$ cat src/logic/clock_ratio_pkg.sv
/*
 * shared constants of the clock ratio control block: register offsets,
 * field positions, reset images, code sets, status layout, strap timing.
 * assumes: imported whole by every module of the block.
 */
package clock_ratio_pkg;

    // register map, byte addresses on the plain register port
    localparam int          ADDR_W            = 8;
    localparam logic [7:0]  RATIO_REG_OFFSET  = 8'h00;
    localparam logic [7:0]  STATUS_REG_OFFSET = 8'h04;

    // field positions inside the ratio register
    localparam int VCO_LSB  = 30;
    localparam int MULT_LSB = 24;
    localparam int CPU_LSB  = 20;
    localparam int SYS_LSB  = 12;
    localparam int EXT_LSB  = 8;
    localparam int PER_LSB  = 0;

    // power-on images chosen by the mode pins, and the software-writable bits
    localparam logic [31:0] RATIO_IMAGE_PLL   = 32'h0755_5558;
    localparam logic [31:0] RATIO_IMAGE_NOPLL = 32'h0700_0000;
    localparam logic [31:0] WRITABLE_MASK     = 32'hDFF0_FF0F;

    // mode pin pairs, written {high pin, low pin}
    localparam logic [1:0] MODE_PLL_EXT  = 2'h0;
    localparam logic [1:0] MODE_NO_PLL   = 2'h1;
    localparam logic [1:0] MODE_PLL_XTAL = 2'h2;
    localparam logic [1:0] MODE_BAD      = 2'h3;

    // vco range codes
    localparam logic [1:0] VCO_HIGH = 2'h0;
    localparam logic [1:0] VCO_LOW  = 2'h3;

    // legal multiplication codes (ratio is code plus one)
    localparam logic [4:0] MULT_X2  = 5'h01;
    localparam logic [4:0] MULT_X3  = 5'h02;
    localparam logic [4:0] MULT_X4  = 5'h03;
    localparam logic [4:0] MULT_X6  = 5'h05;
    localparam logic [4:0] MULT_X8  = 5'h07;
    localparam logic [4:0] MULT_X16 = 5'h0F;

    // divider codes shared by all four dividers
    localparam logic [3:0] DIV_1  = 4'h0;
    localparam logic [3:0] DIV_2  = 4'h2;
    localparam logic [3:0] DIV_3  = 4'h4;
    localparam logic [3:0] DIV_4  = 4'h5;
    localparam logic [3:0] DIV_6  = 4'h7;
    localparam logic [3:0] DIV_8  = 4'h8;
    localparam logic [3:0] DIV_10 = 4'h9;
    localparam logic [3:0] DIV_12 = 4'hA;
    localparam logic [3:0] DIV_16 = 4'hB;
    localparam logic [3:0] DIV_20 = 4'hC;

    // output values that match the mode 0 image while the strap settles
    localparam logic [5:0] MULT_OUT_RESET = 6'h08;
    localparam logic [4:0] CPU_OUT_RESET  = 5'h04;
    localparam logic [4:0] BUS_OUT_RESET  = 5'h04;
    localparam logic [4:0] PER_OUT_RESET  = 5'h08;

    // status register bit positions
    localparam int ST_STRAP_DONE = 0;
    localparam int ST_MODE_BAD   = 1;
    localparam int ST_VCO_BAD    = 2;
    localparam int ST_MULT_BAD   = 3;
    localparam int ST_DIV_BAD    = 4;
    localparam int ST_MODE_PINS  = 8;

    // cycles after reset before the synchronised mode pins are trusted
    localparam int STRAP_SETTLE_CYCLES = 4;

    typedef enum logic [1:0] {STRAP_SETTLE, STRAP_LOAD, STRAP_RUN} strap_state_t;

endpackage : clock_ratio_pkg

$ cat src/logic/divider_code_if.sv
/*
 * carrier between the ratio register and a divider code decoder.
 * assumes: one instance per divider, both ends on sys_clk logic.
 */
`timescale 1ns/1ps
interface divider_code_if;
    logic [3:0] code;
    logic       allowThird;
    logic [4:0] ratio;
    logic       legal;

    modport requester (output code, output allowThird, input ratio, input legal);
    modport decoder   (input code, input allowThird, output ratio, output legal);
endinterface : divider_code_if

$ cat src/logic/mode_pin_sync.sv
/*
 * three-stage synchroniser for one mode pin with agreement filter.
 * assumes: pin is asynchronous to sys_clk; sys_rst synchronous, high.
 */
`timescale 1ns/1ps
module mode_pin_sync
    import clock_ratio_pkg::*;
(
    input  wire logic sys_clk,
    input  wire logic sys_rst,
    input  wire logic pinIn,
    output logic      level,
    output logic      stable
);
    logic meta;
    logic syncA;
    logic syncB;

    // first stage feeds only the second; a change counts once the second and third agree
    always_ff @(posedge sys_clk) begin
        if (sys_rst) begin
            meta  <= 1'b0;
            syncA <= 1'b0;
            syncB <= 1'b0;
            level <= 1'b0;
        end else begin
            meta  <= pinIn;
            syncA <= meta;
            syncB <= syncA;
            if (syncA == syncB) begin
                level <= syncB;
            end
        end
    end

    assign stable = (syncA == syncB);
endmodule : mode_pin_sync

$ cat src/logic/divider_code_decode.sv
/*
 * decodes one four-bit divider code into its division denominator.
 * assumes: driven through divider_code_if; purely combinational.
 */
`timescale 1ns/1ps
module divider_code_decode
    import clock_ratio_pkg::*;
(
    divider_code_if.decoder port
);
    // returns {legal, denominator}; the third is refused where not offered
    function automatic logic [5:0] divider_ratio(input logic [3:0] code,
                                                  input logic       third);
        logic [5:0] result;
        result = 6'h00;
        case (code)
            DIV_1:   result = 6'h21;
            DIV_2:   result = 6'h22;
            DIV_3:   result = third ? 6'h23 : 6'h00;
            DIV_4:   result = 6'h24;
            DIV_6:   result = 6'h26;
            DIV_8:   result = 6'h28;
            DIV_10:  result = 6'h2A;
            DIV_12:  result = 6'h2C;
            DIV_16:  result = 6'h30;
            DIV_20:  result = 6'h34;
            default: result = 6'h00;
        endcase
        return result;
    endfunction : divider_ratio

    logic [5:0] decoded;

    // split the packed answer onto the carrier
    always_comb begin
        decoded    = divider_ratio(port.code, port.allowThird);
        port.legal = decoded[5];
        port.ratio = decoded[4:0];
    end
endmodule : divider_code_decode

$ cat src/logic/clock_ratio_control.sv
/*
 * frequency ratio control register of the clock generator: vco range,
 * pll multiplication and four divider ratios, loaded from the mode pins
 * after power-on reset and then owned by software.
 * assumes: sys_rst is the power-on reset; mode pins are static straps
 * asynchronous to sys_clk; the clock datapath consumes the ratio outputs.
 */
`timescale 1ns/1ps
module clock_ratio_control
    import clock_ratio_pkg::*;
#(
    parameter int SETTLE_CYCLES = STRAP_SETTLE_CYCLES
)
(
    input  wire logic              sys_clk,
    input  wire logic              sys_rst,
    input  wire logic [ADDR_W-1:0] regAddr,
    input  wire logic [31:0]       regWrData,
    input  wire logic              regWrite,
    input  wire logic              regRead,
    output logic      [31:0]       regRdData,
    input  wire logic              clock_mode_pin_low,
    input  wire logic              clock_mode_pin_high,
    output logic                   vcoLowSpeed,
    output logic      [5:0]        pllMultiply,
    output logic      [4:0]        cpuDivide,
    output logic      [4:0]        systemBusDivide,
    output logic      [4:0]        externalBusDivide,
    output logic      [4:0]        peripheralDivide,
    output logic                   ratioReady
);

    ////////////////////////////////////////////////////////////////////////
    // elaboration checks

    // the strap must not be sampled before the synchronisers have filled
    if (SETTLE_CYCLES < 3 || SETTLE_CYCLES > 255) begin : g_bad_settle
        $error("SETTLE_CYCLES must lie between 3 and 255");
    end

    ////////////////////////////////////////////////////////////////////////
    // mode pin synchronisers

    logic modeLowLevel;
    logic modeLowStable;
    logic modeHighLevel;
    logic modeHighStable;

    mode_pin_sync u_sync_low (
        .sys_clk (sys_clk),
        .sys_rst (sys_rst),
        .pinIn   (clock_mode_pin_low),
        .level   (modeLowLevel),
        .stable  (modeLowStable)
    );

    mode_pin_sync u_sync_high (
        .sys_clk (sys_clk),
        .sys_rst (sys_rst),
        .pinIn   (clock_mode_pin_high),
        .level   (modeHighLevel),
        .stable  (modeHighStable)
    );

    ////////////////////////////////////////////////////////////////////////
    // strap sequencer

    strap_state_t strapState;
    logic [7:0]   settleCount;
    logic [1:0]   modePins;
    logic [1:0]   strappedPins;
    logic         strapDone;
    logic         loadStrap;
    logic [31:0]  strapImage;

    assign modePins  = {modeHighLevel, modeLowLevel};
    assign loadStrap = (strapState == STRAP_LOAD);
    assign strapDone = (strapState == STRAP_RUN);

    // wait for the synchronisers, load once the pins agree, then hand over
    always_ff @(posedge sys_clk) begin
        if (sys_rst) begin
            strapState  <= STRAP_SETTLE;
            settleCount <= 8'h00;
        end else begin
            case (strapState)
                STRAP_SETTLE: begin
                    if (settleCount == 8'(SETTLE_CYCLES - 1)) begin
                        if (modeLowStable && modeHighStable) begin
                            strapState <= STRAP_LOAD;
                        end
                    end else begin
                        settleCount <= settleCount + 8'h01;
                    end
                end
                STRAP_LOAD: begin
                    strapState <= STRAP_RUN;
                end
                STRAP_RUN: begin
                    strapState <= STRAP_RUN;
                end
                default: begin
                    strapState <= STRAP_SETTLE;
                end
            endcase
        end
    end

    // mode pins pick the image
    // a prohibited pair falls back to the pll image so the clocks still run
    always_comb begin
        case (modePins)
            MODE_PLL_EXT:  strapImage = RATIO_IMAGE_PLL;
            MODE_NO_PLL:   strapImage = RATIO_IMAGE_NOPLL;
            MODE_PLL_XTAL: strapImage = RATIO_IMAGE_PLL;
            default:       strapImage = RATIO_IMAGE_PLL;
        endcase
    end

    // remember which mode was strapped, for software to inspect
    always_ff @(posedge sys_clk) begin
        if (sys_rst) begin
            strappedPins <= MODE_PLL_EXT;
        end else if (loadStrap) begin
            strappedPins <= modePins;
        end
    end

    ////////////////////////////////////////////////////////////////////////
    // ratio register

    logic [31:0] ratioReg;
    logic        ratioWriteHit;

    // writes before the strap is loaded are dropped so the strap cannot be lost
    assign ratioWriteHit = regWrite && strapDone && (regAddr == RATIO_REG_OFFSET);

    always_ff @(posedge sys_clk) begin
        if (sys_rst) begin
            ratioReg <= RATIO_IMAGE_PLL;
        end else if (loadStrap) begin
            ratioReg <= strapImage;
        end else if (ratioWriteHit) begin
            ratioReg <= (regWrData & WRITABLE_MASK) | (ratioReg & ~WRITABLE_MASK);
        end
    end

    ////////////////////////////////////////////////////////////////////////
    // field decoding

    logic [1:0] vcoCode;
    logic [4:0] multCode;
    logic       vcoLegal;
    logic       multLegal;
    logic [3:0] dividerCode [4];
    logic [3:0] dividerBad;

    assign vcoCode        = ratioReg[VCO_LSB +: 2];
    assign multCode       = ratioReg[MULT_LSB +: 5];
    assign dividerCode[0] = ratioReg[CPU_LSB +: 4];
    assign dividerCode[1] = ratioReg[SYS_LSB +: 4];
    assign dividerCode[2] = ratioReg[EXT_LSB +: 4];
    assign dividerCode[3] = ratioReg[PER_LSB +: 4];

    // only 00 and 11 are vco ranges
    assign vcoLegal = (vcoCode == VCO_HIGH) || (vcoCode == VCO_LOW);

    // only ratios the pll is built for are accepted
    always_comb begin
        case (multCode)
            MULT_X2, MULT_X3, MULT_X4,
            MULT_X6, MULT_X8, MULT_X16: multLegal = 1'b1;
            default:                    multLegal = 1'b0;
        endcase
    end

    divider_code_if dividerIf [4] ();

    for (genvar i = 0; i < 4; i++) begin : g_divider
        assign dividerIf[i].code       = dividerCode[i];
        assign dividerIf[i].allowThird = (i != 0);
        assign dividerBad[i]           = ~dividerIf[i].legal;

        divider_code_decode u_decode (
            .port (dividerIf[i])
        );
    end

    ////////////////////////////////////////////////////////////////////////
    // ratio outputs to the clock datapath

    // a prohibited code leaves its output at the last legal setting,
    // so a bad write can never hand the datapath a ratio it cannot make
    always_ff @(posedge sys_clk) begin
        if (sys_rst) begin
            vcoLowSpeed <= 1'b0;
        end else if (vcoLegal) begin
            vcoLowSpeed <= (vcoCode == VCO_LOW);
        end
    end

    always_ff @(posedge sys_clk) begin
        if (sys_rst) begin
            pllMultiply <= MULT_OUT_RESET;
        end else if (multLegal) begin
            pllMultiply <= {1'b0, multCode} + 6'h01;
        end
    end

    always_ff @(posedge sys_clk) begin
        if (sys_rst) begin
            cpuDivide <= CPU_OUT_RESET;
        end else if (dividerIf[0].legal) begin
            cpuDivide <= dividerIf[0].ratio;
        end
    end

    always_ff @(posedge sys_clk) begin
        if (sys_rst) begin
            systemBusDivide   <= BUS_OUT_RESET;
            externalBusDivide <= BUS_OUT_RESET;
        end else begin
            if (dividerIf[1].legal) begin
                systemBusDivide <= dividerIf[1].ratio;
            end
            if (dividerIf[2].legal) begin
                externalBusDivide <= dividerIf[2].ratio;
            end
        end
    end

    always_ff @(posedge sys_clk) begin
        if (sys_rst) begin
            peripheralDivide <= PER_OUT_RESET;
        end else if (dividerIf[3].legal) begin
            peripheralDivide <= dividerIf[3].ratio;
        end
    end

    // outputs follow the register one cycle late; ready once the strap is in
    always_ff @(posedge sys_clk) begin
        if (sys_rst) begin
            ratioReady <= 1'b0;
        end else begin
            ratioReady <= strapDone;
        end
    end

    ////////////////////////////////////////////////////////////////////////
    // status and read port

    logic [31:0] statusWord;

    // live view of strap progress and of any prohibited code now held
    always_comb begin
        statusWord                       = 32'h0000_0000;
        statusWord[ST_STRAP_DONE]        = strapDone;
        statusWord[ST_MODE_BAD]          = strapDone && (strappedPins == MODE_BAD);
        statusWord[ST_VCO_BAD]           = ~vcoLegal;
        statusWord[ST_MULT_BAD]          = ~multLegal;
        statusWord[ST_DIV_BAD +: 4]      = dividerBad;
        statusWord[ST_MODE_PINS +: 2]    = strappedPins;
    end

    // whole-word read, one cycle later
    // unmapped addresses and idle cycles read as zero
    always_ff @(posedge sys_clk) begin
        if (sys_rst) begin
            regRdData <= 32'h0000_0000;
        end else if (regRead) begin
            case (regAddr)
                RATIO_REG_OFFSET:  regRdData <= ratioReg;
                STATUS_REG_OFFSET: regRdData <= statusWord;
                default:           regRdData <= 32'h0000_0000;
            endcase
        end else begin
            regRdData <= 32'h0000_0000;
        end
    end

endmodule : clock_ratio_control

$ cat config.mk
export PLATFORM = sky130hd
export DESIGN_NAME = clock_ratio_control
export DESIGN_NICKNAME = d
export VERILOG_FILES = /design/src/logic/clock_ratio_pkg.sv /design/src/logic/divider_code_if.sv /design/src/logic/mode_pin_sync.sv /design/src/logic/divider_code_decode.sv /design/src/logic/clock_ratio_control.sv
export SDC_FILE = /design/constraint.sdc
export NUM_CORES = 1
export LEC_CHECK = 0
export BUFFER_PORTS_ARGS = -buffer_cell sky130_fd_sc_hd__buf_2
export CAP_MARGIN = 20
export CORE_UTILIZATION = 50
export CTS_BUF_LIST = sky130_fd_sc_hd__clkbuf_4
export DETAILED_ROUTE_END_ITERATION = 8
export GPL_TIMING_DRIVEN = 0
export HOLD_SLACK_MARGIN = 0.15
export PLACE_DENSITY = 0.73
export SYNTH_ARGS = -nofsm -noshare
export SYNTH_HDL_FRONTEND = slang
export SYNTH_HIERARCHICAL = 1
export SYNTH_SLANG_ARGS = --single-unit
$ cat constraint.sdc
create_clock -name sys_clk -period 2.05 [get_ports sys_clk]
set_clock_uncertainty 0.05 [all_clocks]
set_input_delay 0.1025 -clock sys_clk [delete_from_list [all_inputs] [get_ports sys_clk]]
set_output_delay 0.1025 -clock sys_clk [all_outputs]
set_load 0.02 [all_outputs]
==> impl_results.md <==
- Status: completed
- Reg2reg path depth: 6
- WL/cell: around 14 microns
- Die Wd: 94.9 microns
- Logic pwr share: under 10%
- PortBufs: 96
- Congestion Overflow GR: 0
- Yosys warning count: 6
- Hold Path End: ratioReg[3]$_SDFFE_PP1P_
- Worst setup SP type: register
- Main combinational cell family by area after synthesis: simple AND/OR/NAND/NOR gates
- Syn Inst Count: around 470
- Synth Area in Simple Gates: a little under a quarter
- Lkg Pwr: about 2.6 nW
- Clock-pin slew on the worst setup and hold paths: 0.14 ns
- Register area share after synthesis: a little under half
- Global Route Usage Sum: 23.1%
- Sink Count: a little over 100
- Endpoints failing setup: 0
- Final Hold Vio Count: 0
- Antenna cells: 0
- Nets: ~680
- Core Rows: 33
- Top cells by area, synth: dfxtp_1 (47%), mux2i_1 (6.0%), nand2_1 (4.3%), nor2_1 (3.7%), nor2b_1 (2.8%)
- Reg-to-reg endpoint: regRdData[3]$_SDFF_PP0_
- Internal reg-to-reg setup slack: 0.10 ns
- Detailed Routing Iterations Pass 1: 7
- Main synth FF type: dfxtp_1
- Post-synthesis adder-cell area fraction: under 10%
- RSZ-0062 raised after global routing: no
- Achievable frequency: 513 MHz
- Crit path top cell by count: ha_1
- Worst VDD drop: 0.473 mV
- Hold Crit Start: regAddr[4]
- Slew Viols, Final: 0
- Period Utilization, post-route: between 90% and 100%
- Reg2reg start: ratioReg[24]$_SDFFE_PP1P_
- CTS root buffer: clkbuf_4
- Starting Density: a little over half
- Total number of vias: 3684
- Initial antenna violation count: 0
- First-pass GRT wire length: ~16000 microns
- Core ar.: between 8000 and 9000 sq um
- Top cells by count, synth: dfxtp_1 (101), nand2_1 (49), nor2_1 (42), mux2i_1 (26), nor2b_1 (19)
- Cell area after synthesis: about 4300 sq um
- Compound-Gate Fraction of Synth Area: 12.7%
- Synth cell types: 52
- Switch share: between 20% and 30%
- Initial drt markers: 110
- Later-pin clock latency in the skew report: ~0.43 ns
- Worst Path Max Fanout: 6
- Die Y-Extent: ~95 microns
- Worst slew margin: a little under 50%
- Post-DP HPWL: between 7000 and 8000 microns
- Vias/cell: between 5 and 6
- DRC violations left: 0
- Post-synth ARST share: 0%
- CP Class: reg -> reg
- Placer Congestion: just over 0.8
- Min-delay worst type: in -> reg
- Post-synth EDFFs: 0
- Layout cells sized above 1: 24.1%
- Flop pwr share: roughly 59%
- Sw Pwr: approximately 810 uW
- Synth top area share: a little under half
- Crit-path slowest cell: dlygate4sd3_1
- Crit end category: register
- Layout Area Growth over Synthesis: 27.1%
- Max cap viols: 0
- CTS H-tree lvls: 3
- Mux share of post-synthesis cell area: 7.33%
- Slowest cell delay on critical path: ~0.53 ns
- Routed wire length: between 9000 and 10000 microns
- CTS tree: built
- Minimum clock period: ~2 ns
- Final TNS setup: 0 ns
- Largest net degree at the start of global routing: 16
- Avg Cell Area, Syn: ~9.2 sq um
- CP cell instances: ha_1 -> and3_1 -> ha_1 -> nor2_1 -> a22o_1 -> dlygate4sd3_1
- Worst Path Arrival: between 2 and 2.5 ns
- Number of global-route vias before repair: 3414
- ANT nets after route: 0
- TritonCTS Buffers: 9
- Worst-case clock buffer depth: 2
- Internal: 2.63 mW
- Most common cell in the synthesized netlist: dfxtp_1
- Critical Path RT: approximately 2.4 ns
- Least-Margin Pin Slew: 0.755 ns
- Post-synthesis xor/xnor area fraction: between 2 and 3%
- Num ports: 106
- Synth Register Bits: slightly above 100
- Total die area: between 9000 and 10000 sq um
- Cell depth of the worst min-delay path: 5
- Clk pwr share: roughly a third
- PD cells: about 630 nW/um^2
- Tot Pwr: roughly 3.4 mW
- Synth area leader: dfxtp_1
[what timing repair did]
action                                 CTS  global route
endpoints found under the hold margin   59             0
setup endpoints to repair                0            18
setup buffers                            0             0
hold buffers                            37             0
gates resized for setup                  0             4
[power groups by stage]
stage                     clock [mW]  combinational [mW]  sequential [mW]
after floorplan                    0               0.170             2.07
after global routing            1.20               0.344             2.04
final                           1.11               0.307             2.03
after detailed placement           0               0.259             2.08
after global placement             0               0.250             2.07
after CTS                       1.12               0.306             2.03
[logic make-up after synthesis]
kind of cell,Yosys count
AOI/OAI and AO/OA,84
xor gates and xnor gates,13
adders and majority gates,9
buffers and inverters,43
DFF,101
muxes,31
other,2
and+or+nand+nor,184
[per-stage QoR]
stage	setup slack, ns	util [%]	cell area [sq um]	hold slack (ns)	std cells
floorplan	0.291	-	4360	0.115	478
global placement	0.143	59.9	4970	0.264	679
detailed placement	0.0968	59.9	4970	0.271	679
CTS	0.0527	66.2	5490	0.154	732
global route	0.0127	66.2	5490	0.175	731
finish	0.102	66.2	5490	0.176	731
[cells in the final DEF (no fill, tap or decap), types with 11 or more instances in the layout]
cell	n
nor2_1	42
and2_1	18
clkbuf_1	15
dfxtp_1	99
buf_2	102
nand2_1	49
a21oi_1	18
conb_1	13
dlygate4sd3_1	36
o21ai_1	14
inv_1	11
mux2i_1	26
nor2b_1	19
[per-layer routing]
layer	part of all wire (%)	vias to the layer above	global-route usage, %
met5	0	-	0
met4	1.2	0	7.32
met3	3.5	8	4.27
met2	50	80	40.1
met1	45	1722	28.8
li1	-	1874	-
[final cells by class]
| class | instances | area, sq um |
|---|---|---|
| Clock inverter | 7 | 80.1 |
| Multi-Input combinational cell | 334 | 2150 |
| Inverter | 12 | 45.0 |
| Timing Repair Buffer | 133 | 846 |
| Tap cell | 105 | 131 |
| Clock buffer | 9 | 67.6 |
| Fill cell | 718 | 2810 |
| Sequential cell | 101 | 2020 |
| Buffer | 30 | 151 |
[registers in the layout, summed over array words and instances (netlist names)]
name / count
u_sync_low/syncA: 1
u_sync_high/syncA: 1
cpuDivide: 5
settleCount: 8
vcoLowSpeed: 1
u_sync_low/level: 1
ratioReg: 24
u_sync_low/meta: 1
u_sync_high/level: 1
strappedPins: 2
u_sync_high/syncB: 1
u_sync_low/syncB: 1
strapState: 2
systemBusDivide: 5
peripheralDivide: 5
u_sync_high/meta: 1
externalBusDivide: 5
ratioReady: 1
regRdData: 29
pllMultiply: 6
[worst max-delay path, delay by kind of cell, from the launching register on]
kind	cells	cell delay, ns
simple gates	2	0.38
flops	1	0.37
buf+inv	1	0.53
fa+ha+maj	2	0.43
compound gates	1	0.14
[worst max path at each step]
stage,start,to,slack [ns]
6_report,ratioReg[24]$_SDFFE_PP1P_,regRdData[3]$_SDFF_PP0_,0.10
5_1_grt,ratioReg[23]$_SDFFE_PP0P_,cpuDivide[4]$_SDFFE_PP0P_,0.01
4_1_cts,ratioReg[24]$_SDFFE_PP1P_,regRdData[3]$_SDFF_PP0_,0.05
3_5_place_dp,strapState[1]$_SDFFE_PP0P_,ratioReg[12]$_SDFFE_PP1P_,0.1
3_3_place_gp,strapState[1]$_SDFFE_PP0P_,ratioReg[20]$_SDFFE_PP1P_,0.14
2_1_floorplan,settleCount[0]$_SDFFE_PP0P_,strapState[1]$_SDFFE_PP0P_,0.29
Note: power is estimated with default switching activity, not from simulation.
